**src/verilog/pnd_regs.svh**
```systemverilog
`ifndef PND_REGS_SVH
`define PND_REGS_SVH
// ---------------------------------------------
// Register indices (byte address = 4 * index)
// ---------------------------------------------
`define PND_IDX_RSVD0    4'h0
`define PND_IDX_RSVD1    4'h1
`define PND_IDX_KEYS_A   4'h2
`define PND_IDX_KEYS_B   4'h3
`define PND_IDX_KEYS_C   4'h4
`define PND_IDX_SWITCH   4'h5
`define PND_IDX_ERR      4'h8
`define PND_IDX_CTRL     4'h9
`define PND_IDX_STAT     4'hA
// ---------------------------------------------
// Error flag positions
// ---------------------------------------------
`define PND_ERR_DATA     0
`define PND_ERR_ACCESS   1
`define PND_ERR_FILL     2
`define PND_ERR_SIZE     3
`define PND_ERR_COMM     4
`define PND_ERR_FW       5
`define PND_ERR_HWINFO   6
`define PND_ERR_SERIAL   7
`define PND_ERR_MAC      8
`define PND_ERR_NOBOOT   9
`define PND_ERR_BOOTSUM  10
`define PND_ERR_KEYS     11
`define PND_ERR_DISP     12
`define PND_ERR_W        13
// ---------------------------------------------
// Control bits, reset value and self-test patterns
// ---------------------------------------------
`define PND_CTRL_START   0
`define PND_CTRL_FREEZE  1
`define PND_CTRL_RST     2'h0
`define PND_ACCESS_PAT   8'hA5
`define PND_ADDR_PAT     8'h10
`endif

```
**src/verilog/pnd_pkg.sv**
```systemverilog
`default_nettype none
package pnd_pkg;
    // Self-test sequencer states
    typedef enum logic [3:0] {
        PND_ST_DATA   = 4'b0000,
        PND_ST_ADDR_W = 4'b0001,
        PND_ST_ADDR_R = 4'b0010,
        PND_ST_ACC_W  = 4'b0011,
        PND_ST_ACC_R  = 4'b0100,
        PND_ST_FILL_W = 4'b0101,
        PND_ST_FILL_R = 4'b0110,
        PND_ST_CHECK  = 4'b0111,
        PND_ST_DONE   = 4'b1000
    } pnd_state_e;
    typedef logic [7:0] pnd_byte_t;
endpackage : pnd_pkg
`default_nettype wire

```
**src/verilog/pnd_top.sv**
```systemverilog
// Added by the designer: the APB slave port.
`timescale 1ns/1ps
`default_nettype none
`include "pnd_regs.svh"
module pnd_top #(
    parameter int AW       = 4,   // Working memory address bits
    parameter int EXP_SIZE = 16   // Expected memory size in words
) (
    input  wire logic            clk_sys_i,
    input  wire logic            resetn_i,
    // APB slave
    input  wire logic            psel_i,
    input  wire logic            penable_i,
    input  wire logic            pwrite_i,
    input  wire logic [7:0]      paddr_i,
    input  wire logic [31:0]     pwdata_i,
    output logic      [31:0]     prdata_o,
    output logic                 pready_o,
    output logic                 pslverr_o,
    // Operator keys, high while pressed
    input  wire logic            key_feed_start_i,
    input  wire logic            free_key_2_i,
    input  wire logic            key_auto_i,
    input  wire logic            key_nc_stop_i,
    input  wire logic            key_spindle_stop_i,
    input  wire logic            key_feed_stop_i,
    input  wire logic            free_key_1_i,
    input  wire logic            key_jog_i,
    input  wire logic            free_key_3_i,
    input  wire logic            key_handwheel_i,
    input  wire logic            key_axis4_i,
    input  wire logic            key_z_i,
    input  wire logic            key_y_i,
    input  wire logic            key_x_i,
    input  wire logic            key_nc_start_i,
    input  wire logic            key_spindle_start_i,
    input  wire logic            key_dir_minus_i,
    input  wire logic            key_rapid_i,
    input  wire logic            key_dir_plus_i,
    input  wire logic            free_key_4_i,
    // Switches and display
    input  wire logic            keyswitch_i,
    input  wire logic [4:0]      override_pos_i,
    input  wire logic            disp_ack_i,
    input  wire logic            disp_status_ok_i,
    // Self-test sources
    input  wire logic [7:0]      mem_stuck_i,
    input  wire logic [15:0]     mem_size_i,
    input  wire logic            spi_err_i,
    input  wire logic            fw_sum_ok_i,
    input  wire logic            hwinfo_ok_i,
    input  wire logic            serial_set_i,
    input  wire logic            mac_set_i,
    input  wire logic            boot_present_i,
    input  wire logic            boot_sum_ok_i,
    output logic                 selftest_done_o,
    output logic                 selftest_fail_o
);
    import pnd_pkg::*;

    // ---------------------------------------------
    // Override switch code
    // ---------------------------------------------
    // Positions above 18 have no detent; report 00000
    function automatic logic [4:0] pnd_ovr_code(
        input logic [4:0] pos
    );
        logic [4:0] c;
        c = 5'h00;
        case (pos)
            5'd0:    c = 5'b00001;
            5'd1:    c = 5'b00011;
            5'd2:    c = 5'b00010;
            5'd3:    c = 5'b00110;
            5'd4:    c = 5'b00111;
            5'd5:    c = 5'b00101;
            5'd6:    c = 5'b00100;
            5'd7:    c = 5'b01100;
            5'd8:    c = 5'b01101;
            5'd9:    c = 5'b01111;
            5'd10:   c = 5'b01110;
            5'd11:   c = 5'b01010;
            5'd12:   c = 5'b01011;
            5'd13:   c = 5'b01001;
            5'd14:   c = 5'b01000;
            5'd15:   c = 5'b11000;
            5'd16:   c = 5'b11001;
            5'd17:   c = 5'b11011;
            5'd18:   c = 5'b11010;
            default: c = 5'b00000;
        endcase
        return c;
    endfunction : pnd_ovr_code

    // ---------------------------------------------
    // Input image assembly
    // ---------------------------------------------
    pnd_byte_t next_keys_a;   // Byte 2 content
    pnd_byte_t next_keys_b;   // Byte 3 content
    pnd_byte_t next_keys_c;   // Byte 4 content
    pnd_byte_t next_switch;   // Byte 5 content
    pnd_byte_t keys_a;        // Sampled image bytes
    pnd_byte_t keys_b;
    pnd_byte_t keys_c;
    pnd_byte_t switch_st;
    logic      any_key;       // Some key pressed

    assign next_keys_a = {key_feed_start_i, free_key_2_i, key_auto_i,
                          key_nc_stop_i, key_spindle_stop_i,
                          key_feed_stop_i, free_key_1_i,
                          key_jog_i};
    assign next_keys_b = {free_key_3_i, key_handwheel_i, key_axis4_i,
                          key_z_i, key_y_i, key_x_i, key_nc_start_i,
                          key_spindle_start_i};
    // Low nibble has no key behind it
    assign next_keys_c = {key_dir_minus_i, key_rapid_i, key_dir_plus_i,
                          free_key_4_i, 4'h0};
    assign next_switch = {disp_ack_i, keyswitch_i,
                          pnd_ovr_code(override_pos_i),
                          1'b0};
    assign any_key = (|next_keys_a) | (|next_keys_b) | (|next_keys_c);

    // ---------------------------------------------
    // APB decode
    // ---------------------------------------------
    logic [3:0]  idx;       // Register index
    logic        setup;     // Setup phase of a transfer
    logic        wr_acc;    // Write completes this edge
    logic        hit;       // Address is mapped
    logic        aligned;   // Address bits 1:0 and 7:6 are zero
    logic [31:0] rd_mux;    // Read data selected
    logic [1:0]  ctrl;      // Control register
    logic [`PND_ERR_W-1:0] err;  // Sticky error flags
    logic        busy;      // Self-test running

    assign idx     = paddr_i[5:2];
    assign aligned = (paddr_i[1:0] == 2'h0) && (paddr_i[7:6] == 2'h0);
    assign setup   = psel_i & ~penable_i;
    assign wr_acc  = psel_i & penable_i & pwrite_i & hit;
    assign hit     = aligned && (idx <= `PND_IDX_SWITCH ||
                     idx == `PND_IDX_ERR || idx == `PND_IDX_CTRL ||
                     idx == `PND_IDX_STAT);
    // Zero wait states: each access phase ends at its first edge
    assign pready_o  = 1'b1;
    assign pslverr_o = psel_i & penable_i & ~hit;

    always_comb begin
        rd_mux = 32'h0000_0000;
        case (idx)
            // Reserved image bytes read as zero
            `PND_IDX_RSVD0:  rd_mux = 32'h0000_0000;
            `PND_IDX_RSVD1:  rd_mux = 32'h0000_0000;
            `PND_IDX_KEYS_A: rd_mux = {24'h00_0000, keys_a};
            `PND_IDX_KEYS_B: rd_mux = {24'h00_0000, keys_b};
            `PND_IDX_KEYS_C: rd_mux = {24'h00_0000, keys_c};
            `PND_IDX_SWITCH: rd_mux = {24'h00_0000, switch_st};
            `PND_IDX_ERR:    rd_mux = {19'h0_0000, err};
            `PND_IDX_CTRL:   rd_mux = {30'h0000_0000, ctrl};
            `PND_IDX_STAT:   rd_mux = {30'h0000_0000, busy,
                                       selftest_fail_o};
            default:         rd_mux = 32'h0000_0000;
        endcase
    end

    // Read data is latched in setup so it stands in the access phase
    always_ff @(posedge clk_sys_i) begin
        if (!resetn_i) begin
            prdata_o <= 32'h0000_0000;
        end else if (setup) begin
            prdata_o <= (hit && !pwrite_i) ? rd_mux : 32'h0000_0000;
        end
    end

    // ---------------------------------------------
    // Control register and image sampling
    // ---------------------------------------------
    logic start_req;   // Software restart of the self-test
    assign start_req = wr_acc && idx == `PND_IDX_CTRL &&
                       pwdata_i[`PND_CTRL_START];

    // Start bit self-clears; freeze holds the image steady for reads
    always_ff @(posedge clk_sys_i) begin
        if (!resetn_i) begin
            ctrl <= `PND_CTRL_RST;
        end else if (wr_acc && idx == `PND_IDX_CTRL) begin
            ctrl <= {pwdata_i[`PND_CTRL_FREEZE], 1'b0};
        end
    end

    // Image refreshes every cycle unless frozen
    always_ff @(posedge clk_sys_i) begin
        if (!resetn_i) begin
            keys_a    <= 8'h00;
            keys_b    <= 8'h00;
            keys_c    <= 8'h00;
            switch_st <= 8'h00;
        end else if (!ctrl[`PND_CTRL_FREEZE]) begin
            keys_a    <= next_keys_a;
            keys_b    <= next_keys_b;
            keys_c    <= next_keys_c;
            switch_st <= next_switch;
        end
    end

    // ---------------------------------------------
    // Working memory under test
    // ---------------------------------------------
    localparam int DEPTH = 1 << AW;
    pnd_byte_t   mem [DEPTH];     // Memory array
    logic [AW-1:0] m_addr;        // Test address
    pnd_byte_t   m_wdata;         // Test write data
    logic        m_we;            // Test write strobe
    pnd_byte_t   m_rdata;         // Read data with injected faults

    // Stuck bits model a shorted data line for the test to find
    assign m_rdata = mem[m_addr] | mem_stuck_i;

    always_ff @(posedge clk_sys_i) begin
        if (m_we) begin
            mem[m_addr] <= m_wdata;
        end
    end

    // ---------------------------------------------
    // Self-test sequencer
    // ---------------------------------------------
    pnd_state_e    st;          // Current state
    pnd_state_e    next_st;     // Next state
    logic [AW:0]   cnt;         // Step counter
    logic          ph;          // Write or compare phase
    logic          last;        // Final step of this state
    logic          mism;        // Read-back mismatch
    pnd_byte_t     expect_d;    // Expected read-back
    logic [`PND_ERR_W-1:0] fail_set;  // Errors found this cycle

    assign busy = (st != PND_ST_DONE);

    // Address, data and expectation of each state
    always_comb begin
        m_addr   = '0;
        m_wdata  = 8'h00;
        m_we     = 1'b0;
        expect_d = 8'h00;
        last     = 1'b0;
        case (st)
            PND_ST_DATA: begin
                // Walking one over every data line of word 0
                expect_d = 8'h01 << cnt[2:0];
                m_wdata  = expect_d;
                m_we     = ~ph;
                last     = ph && cnt[2:0] == 3'h7;
            end
            PND_ST_ADDR_W: begin
                // Distinct value at each power-of-two address
                m_addr  = AW'(1) << cnt[AW-1:0];
                m_wdata = `PND_ADDR_PAT + 8'(cnt);
                m_we    = 1'b1;
                last    = cnt == (AW + 1)'(AW - 1);
            end
            PND_ST_ADDR_R: begin
                m_addr   = AW'(1) << cnt[AW-1:0];
                expect_d = `PND_ADDR_PAT + 8'(cnt);
                last     = cnt == (AW + 1)'(AW - 1);
            end
            PND_ST_ACC_W: begin
                m_addr  = '1;
                m_wdata = `PND_ACCESS_PAT;
                m_we    = 1'b1;
                last    = 1'b1;
            end
            PND_ST_ACC_R: begin
                m_addr   = '1;
                expect_d = `PND_ACCESS_PAT;
                last     = 1'b1;
            end
            PND_ST_FILL_W: begin
                // Inverted address pattern catches aliasing
                m_addr  = cnt[AW-1:0];
                m_wdata = ~8'(cnt);
                m_we    = 1'b1;
                last    = cnt == (AW + 1)'(DEPTH - 1);
            end
            PND_ST_FILL_R: begin
                m_addr   = cnt[AW-1:0];
                expect_d = ~8'(cnt);
                last     = cnt == (AW + 1)'(DEPTH - 1);
            end
            default: begin
                last = 1'b1;
            end
        endcase
    end

    assign mism = (m_rdata != expect_d);

    // Errors found in the current cycle
    always_comb begin
        fail_set = '0;
        fail_set[`PND_ERR_COMM] = spi_err_i;
        case (st)
            PND_ST_DATA:   fail_set[`PND_ERR_DATA]   = ph & mism;
            // Address faults share the data-line flag
            PND_ST_ADDR_R: fail_set[`PND_ERR_DATA]   = mism;
            PND_ST_ACC_R:  fail_set[`PND_ERR_ACCESS] = mism;
            PND_ST_FILL_R: fail_set[`PND_ERR_FILL]   = mism;
            PND_ST_CHECK: begin
                fail_set[`PND_ERR_SIZE] =
                    mem_size_i != 16'(EXP_SIZE);
                fail_set[`PND_ERR_FW]      = ~fw_sum_ok_i;
                fail_set[`PND_ERR_HWINFO]  = ~hwinfo_ok_i;
                fail_set[`PND_ERR_SERIAL]  = ~serial_set_i;
                fail_set[`PND_ERR_MAC]     = ~mac_set_i;
                fail_set[`PND_ERR_NOBOOT]  = ~boot_present_i;
                // A checksum only means something if a loader exists
                fail_set[`PND_ERR_BOOTSUM] =
                    boot_present_i & ~boot_sum_ok_i;
                fail_set[`PND_ERR_KEYS]    = any_key;
                fail_set[`PND_ERR_DISP]    = ~disp_status_ok_i;
                fail_set[`PND_ERR_COMM]    = spi_err_i;
            end
            default: fail_set[`PND_ERR_COMM] = spi_err_i;
        endcase
    end

    // State order
    always_comb begin
        next_st = st;
        case (st)
            PND_ST_DATA:   next_st = last ? PND_ST_ADDR_W : st;
            PND_ST_ADDR_W: next_st = last ? PND_ST_ADDR_R : st;
            PND_ST_ADDR_R: next_st = last ? PND_ST_ACC_W : st;
            PND_ST_ACC_W:  next_st = PND_ST_ACC_R;
            PND_ST_ACC_R:  next_st = PND_ST_FILL_W;
            PND_ST_FILL_W: next_st = last ? PND_ST_FILL_R : st;
            PND_ST_FILL_R: next_st = last ? PND_ST_CHECK : st;
            PND_ST_CHECK:  next_st = PND_ST_DONE;
            PND_ST_DONE:   next_st = start_req ? PND_ST_DATA : st;
            default:       next_st = PND_ST_DONE;
        endcase
    end

    // Sequencer registers; a restart is ignored while busy
    always_ff @(posedge clk_sys_i) begin
        if (!resetn_i) begin
            st  <= PND_ST_DATA;
            cnt <= '0;
            ph  <= 1'b0;
        end else begin
            st <= next_st;
            if (st == PND_ST_DATA && !ph) begin
                ph <= 1'b1;
            end else begin
                ph  <= 1'b0;
                cnt <= (next_st != st) ? '0 : cnt + 1'b1;
            end
        end
    end

    // ---------------------------------------------
    // Error flags
    // ---------------------------------------------
    logic [`PND_ERR_W-1:0] err_clr;   // Write-one-to-clear mask
    assign err_clr = (wr_acc && idx == `PND_IDX_ERR) ?
                     pwdata_i[`PND_ERR_W-1:0] : '0;

    // A new failure in the clearing cycle is kept: set beats clear
    always_ff @(posedge clk_sys_i) begin
        if (!resetn_i) begin
            err <= '0;
        end else begin
            err <= (err & ~err_clr) | fail_set;
        end
    end

    assign selftest_done_o = ~busy;
    assign selftest_fail_o = |err;

endmodule : pnd_top
`default_nettype wire

```
**config.mk**
```make
export PLATFORM = sky130hd
export DESIGN_NAME = pnd_top
export DESIGN_NICKNAME = d
export VERILOG_FILES = /design/src/verilog/pnd_pkg.sv /design/src/verilog/pnd_top.sv
export VERILOG_INCLUDE_DIRS = /design/src /design/src/verilog
export SDC_FILE = /design/constraint.sdc
export NUM_CORES = 1
export LEC_CHECK = 0
export BUFFER_PORTS_ARGS = -buffer_cell sky130_fd_sc_hd__buf_4
export CORE_ASPECT_RATIO = 0.6
export CORE_MARGIN = 1
export CORE_UTILIZATION = 45
export DETAILED_ROUTE_END_ITERATION = 10
export PLACE_DENSITY = 0.66
export SYNTH_ARGS = -nofsm -noshare
export SYNTH_HDL_FRONTEND = slang
export SYNTH_SLANG_ARGS = --single-unit
```
**constraint.sdc**
```tcl
create_clock -name clk_sys_i -period 4.7 [get_ports clk_sys_i]
set_input_delay 0.235 -clock clk_sys_i [delete_from_list [all_inputs] [get_ports clk_sys_i]]
set_output_delay 0.235 -clock clk_sys_i [all_outputs]
set_load 0.005 [all_outputs]
```
==> flow_summary.ini <==
[job]
drv_cap = 0

[synthesis]
async_flop_share_pct = 0
ys_ff_latch = 192
syn_area_um2 = 9210
ys_types = 72
synth-main-ff-cell = edfxtp_1
synth_edf_count = 128
synth.area.top_cells = edfxtp_1, dfxtp_1, mux2i_1
ys_warn_count = 0
syn_inst = 825
synth.most_common_cell = edfxtp_1
yosysTopAreaCell = edfxtp_1
ys_seq_area_share_pct = 55.7
synth_commonest_cells = edfxtp_1, nand2_1, a21oi_1
yosysTopAreaCellShare_pct = 41.8
avgSynthCellArea_um2 = 11.2

[placement]
dp.cells = 1183
hpwl_mm = 17.5
port_buffers = 100
dpl_worst_slack_ps = 718
gp_congestion = 0.936

[timing]
rsz0062_at_grt = no
min_period_over_period_pct = 86.5
post-route-min-period_ps = 4070
fin_worst_skew_ps = 9.99
setup-tns-final_ps = 0
setup_viol = 0
worst_pin_slew_ps = 1260
final_hold_viol_count = 0
maxSlewViolCount = 0
final.setup.worst_slack_ps = 634
max_slew_margin_pct = 15.5
fmax_mhz = 246

[layout]
stdcell_count = 1215
drive_gt1_share_pct = 20.0
diodes = 0
fin_nets = 1044
nFillCells = 1761
area_growth_pct = 18.2

[cts]
tritoncts_num_sinks = 192
cts_tree = yes
clock_latency_ps = 440
cts_setup_buffers = 0
cts-resized-gates = 0
cts_buffers = 17
root_buffer = clkbuf_16
htree_levels = 4
clock_path_buffers = 2
clk_pin_slew_ps = 70
hold_buffers = 0

[power_and_ir_drop]
peakVddDrop_mv = 0.261
intPower_mw = 2.83
power_frac_clock_pct = 36.8
power_density_nw_per_um2 = 356
combPwrFrac_pct = 14.1
switching_share_pct = 26.8
power_frac_seq_pct = 49.1
switchingPower_mw = 1.04
p_leak_nw = 3.82

[worst_hold_path]
hold_path_class = in -> reg

[setup_path]
crit_path_max_fanout = 57
required_ps = 5030
worstSetupEndpointType = flip-flop
cp.arrival_ps = 4400
path_class = reg -> reg
critPathLaunchType = flip-flop

[global_route]
antenna_found_initial = 0
track_usage_pct = 23.5
first_global_vias = 6243
grt_pass1_wl_mm = 37.1
grt_max_degree = 65
overflow = 0

[floorplanning]
coreArea_um2 = 20000
dieArea_um2 = 21100
start_util_pct = 46.0
die_x_um = 187
die_h_um = 113
pin_count = 140
core.rowCount = 40

[route]
drt_iter0_drc = 947
drc = 0
wl_mm = 24.4
post_drt_via_cell_ratio = 5.80
firstDrtPassIters = 5
routed-via-count = 7051
routedWlPerCell_um = 20.1
drtAntennaViolNets = 0

[run_status]
status = complete, no violations
-- power groups by stage --
stage | Clock, mW | Combinational (mW) | Sequential, mW
floorplan | 0 | 0.325 | 1.94
global placement | 0 | 0.528 | 1.94
detailed placement | 0 | 0.533 | 1.94
CTS | 1.45 | 0.535 | 1.90
global route | 1.52 | 0.590 | 1.91
finish | 1.43 | 0.546 | 1.90
-- layout by cell type (no fill, tap or decap), types with 4 or more instances in the layout --
cell | synthesis | routed
buf_4 | 23 | 133
edfxtp_1 | 128 | 128
nand2_1 | 70 | 70
a21oi_1 | 67 | 66
dfxtp_1 | 64 | 64
mux2i_1 | 55 | 55
nor2b_1 | 51 | 51
nor2_1 | 46 | 46
nor4_1 | 21 | 21
nor3_1 | 21 | 21
conb_1 | 2 | 20
inv_1 | 19 | 19
a22oi_1 | 17 | 17
clkbuf_16 | 0 | 17
o21ai_0 | 16 | 16
a221oi_1 | 16 | 16
o211ai_1 | 11 | 11
ha_1 | 11 | 11
xnor2_1 | 10 | 10
nand3_1 | 10 | 10
a211oi_1 | 10 | 10
o211a_1 | 8 | 8
o221ai_1 | 8 | 8
xor2_1 | 7 | 7
nand4_1 | 6 | 6
a31oi_1 | 6 | 6
and3_1 | 5 | 5
and2_1 | 5 | 5
nand2b_1 | 5 | 5
inv_6 | 0 | 5
a21boi_0 | 4 | 4
mux2_2 | 4 | 4
-- state kept, by name, indices dropped and copies added, names as in the netlist --
register and count:
cnt 5, ctrl 1, err 13, keys_a 8
keys_b 8, keys_c 4, mem 128, ph 1
prdata_o 13, st 4, switch_st 7
-- routing by layer --
metal | GRT usage, % | wire length [um] | part of all wire [%]
met1 | 38.7 | 12400 | 51
met3 | 8.10 | 2560 | 10
met4 | 4.26 | 175 | 0.72
met2 | 28.5 | 9270 | 38
met5 | 0 | 0 | 0
-- stage by stage --
| step | total power [mW] | area [um^2] | util, % | hold slack, ps |
|---|---|---|---|---|
| after floorplan | 2.26 | 9270 | - | 374 |
| after global placement | 2.47 | 10300 | 51.5 | 465 |
| after detailed placement | 2.47 | 10300 | 51.5 | 479 |
| after CTS | 3.89 | 10900 | 54.4 | 12.8 |
| after global routing | 4.01 | 10900 | 54.4 | 48.8 |
| final | 3.87 | 10900 | 54.4 | 23.9 |
-- worst paths after layout --
kind	cells after the start	slack, ps	start	end
min reg2reg	2	480	switch_st[1]	switch_st[1]
max	11	630	cnt[3]	err[1]
max reg2reg	11	630	cnt[3]	err[1]
min	3	20	spi_err_i	err[4]
-- logic make-up (layout without fill, tap and decap cells) --
kind of cell,Yosys count,in the layout,synth area share [%]
xor+xnor,17,17,1.62
simple gates,259,259,14.6
flops,192,192,55.7
compound gates,195,195,14.7
fa+ha+maj,11,11,1.49
other cells,2,20,0.0816
mux,61,61,6.96
buf+inv,88,187,4.88
-- worst max-delay path, stage by stage (launching register included) --
cell	delay, ps
dfxtp_1	400
or4_4	560
or4_1	620
o21ai_4	140
buf_12	330
mux2i_1	130
a221oi_1	680
nor4_1	170
xnor2_1	180
nor4_2	280
nand3_1	190
a31o_1	260
-- final cells by class --
class	instances	area, um^2	area share (%)
sequential	192	5120	47.1
multi-input combinational	563	3720	34.2
timing repair buffer	135	1040	9.54
clock buffer	17	425	3.91
tap	273	342	3.14
clock inverter	15	151	1.39
inverter	20	75.1	0.690
No activity file was read; power rests on OpenSTA's default activity.
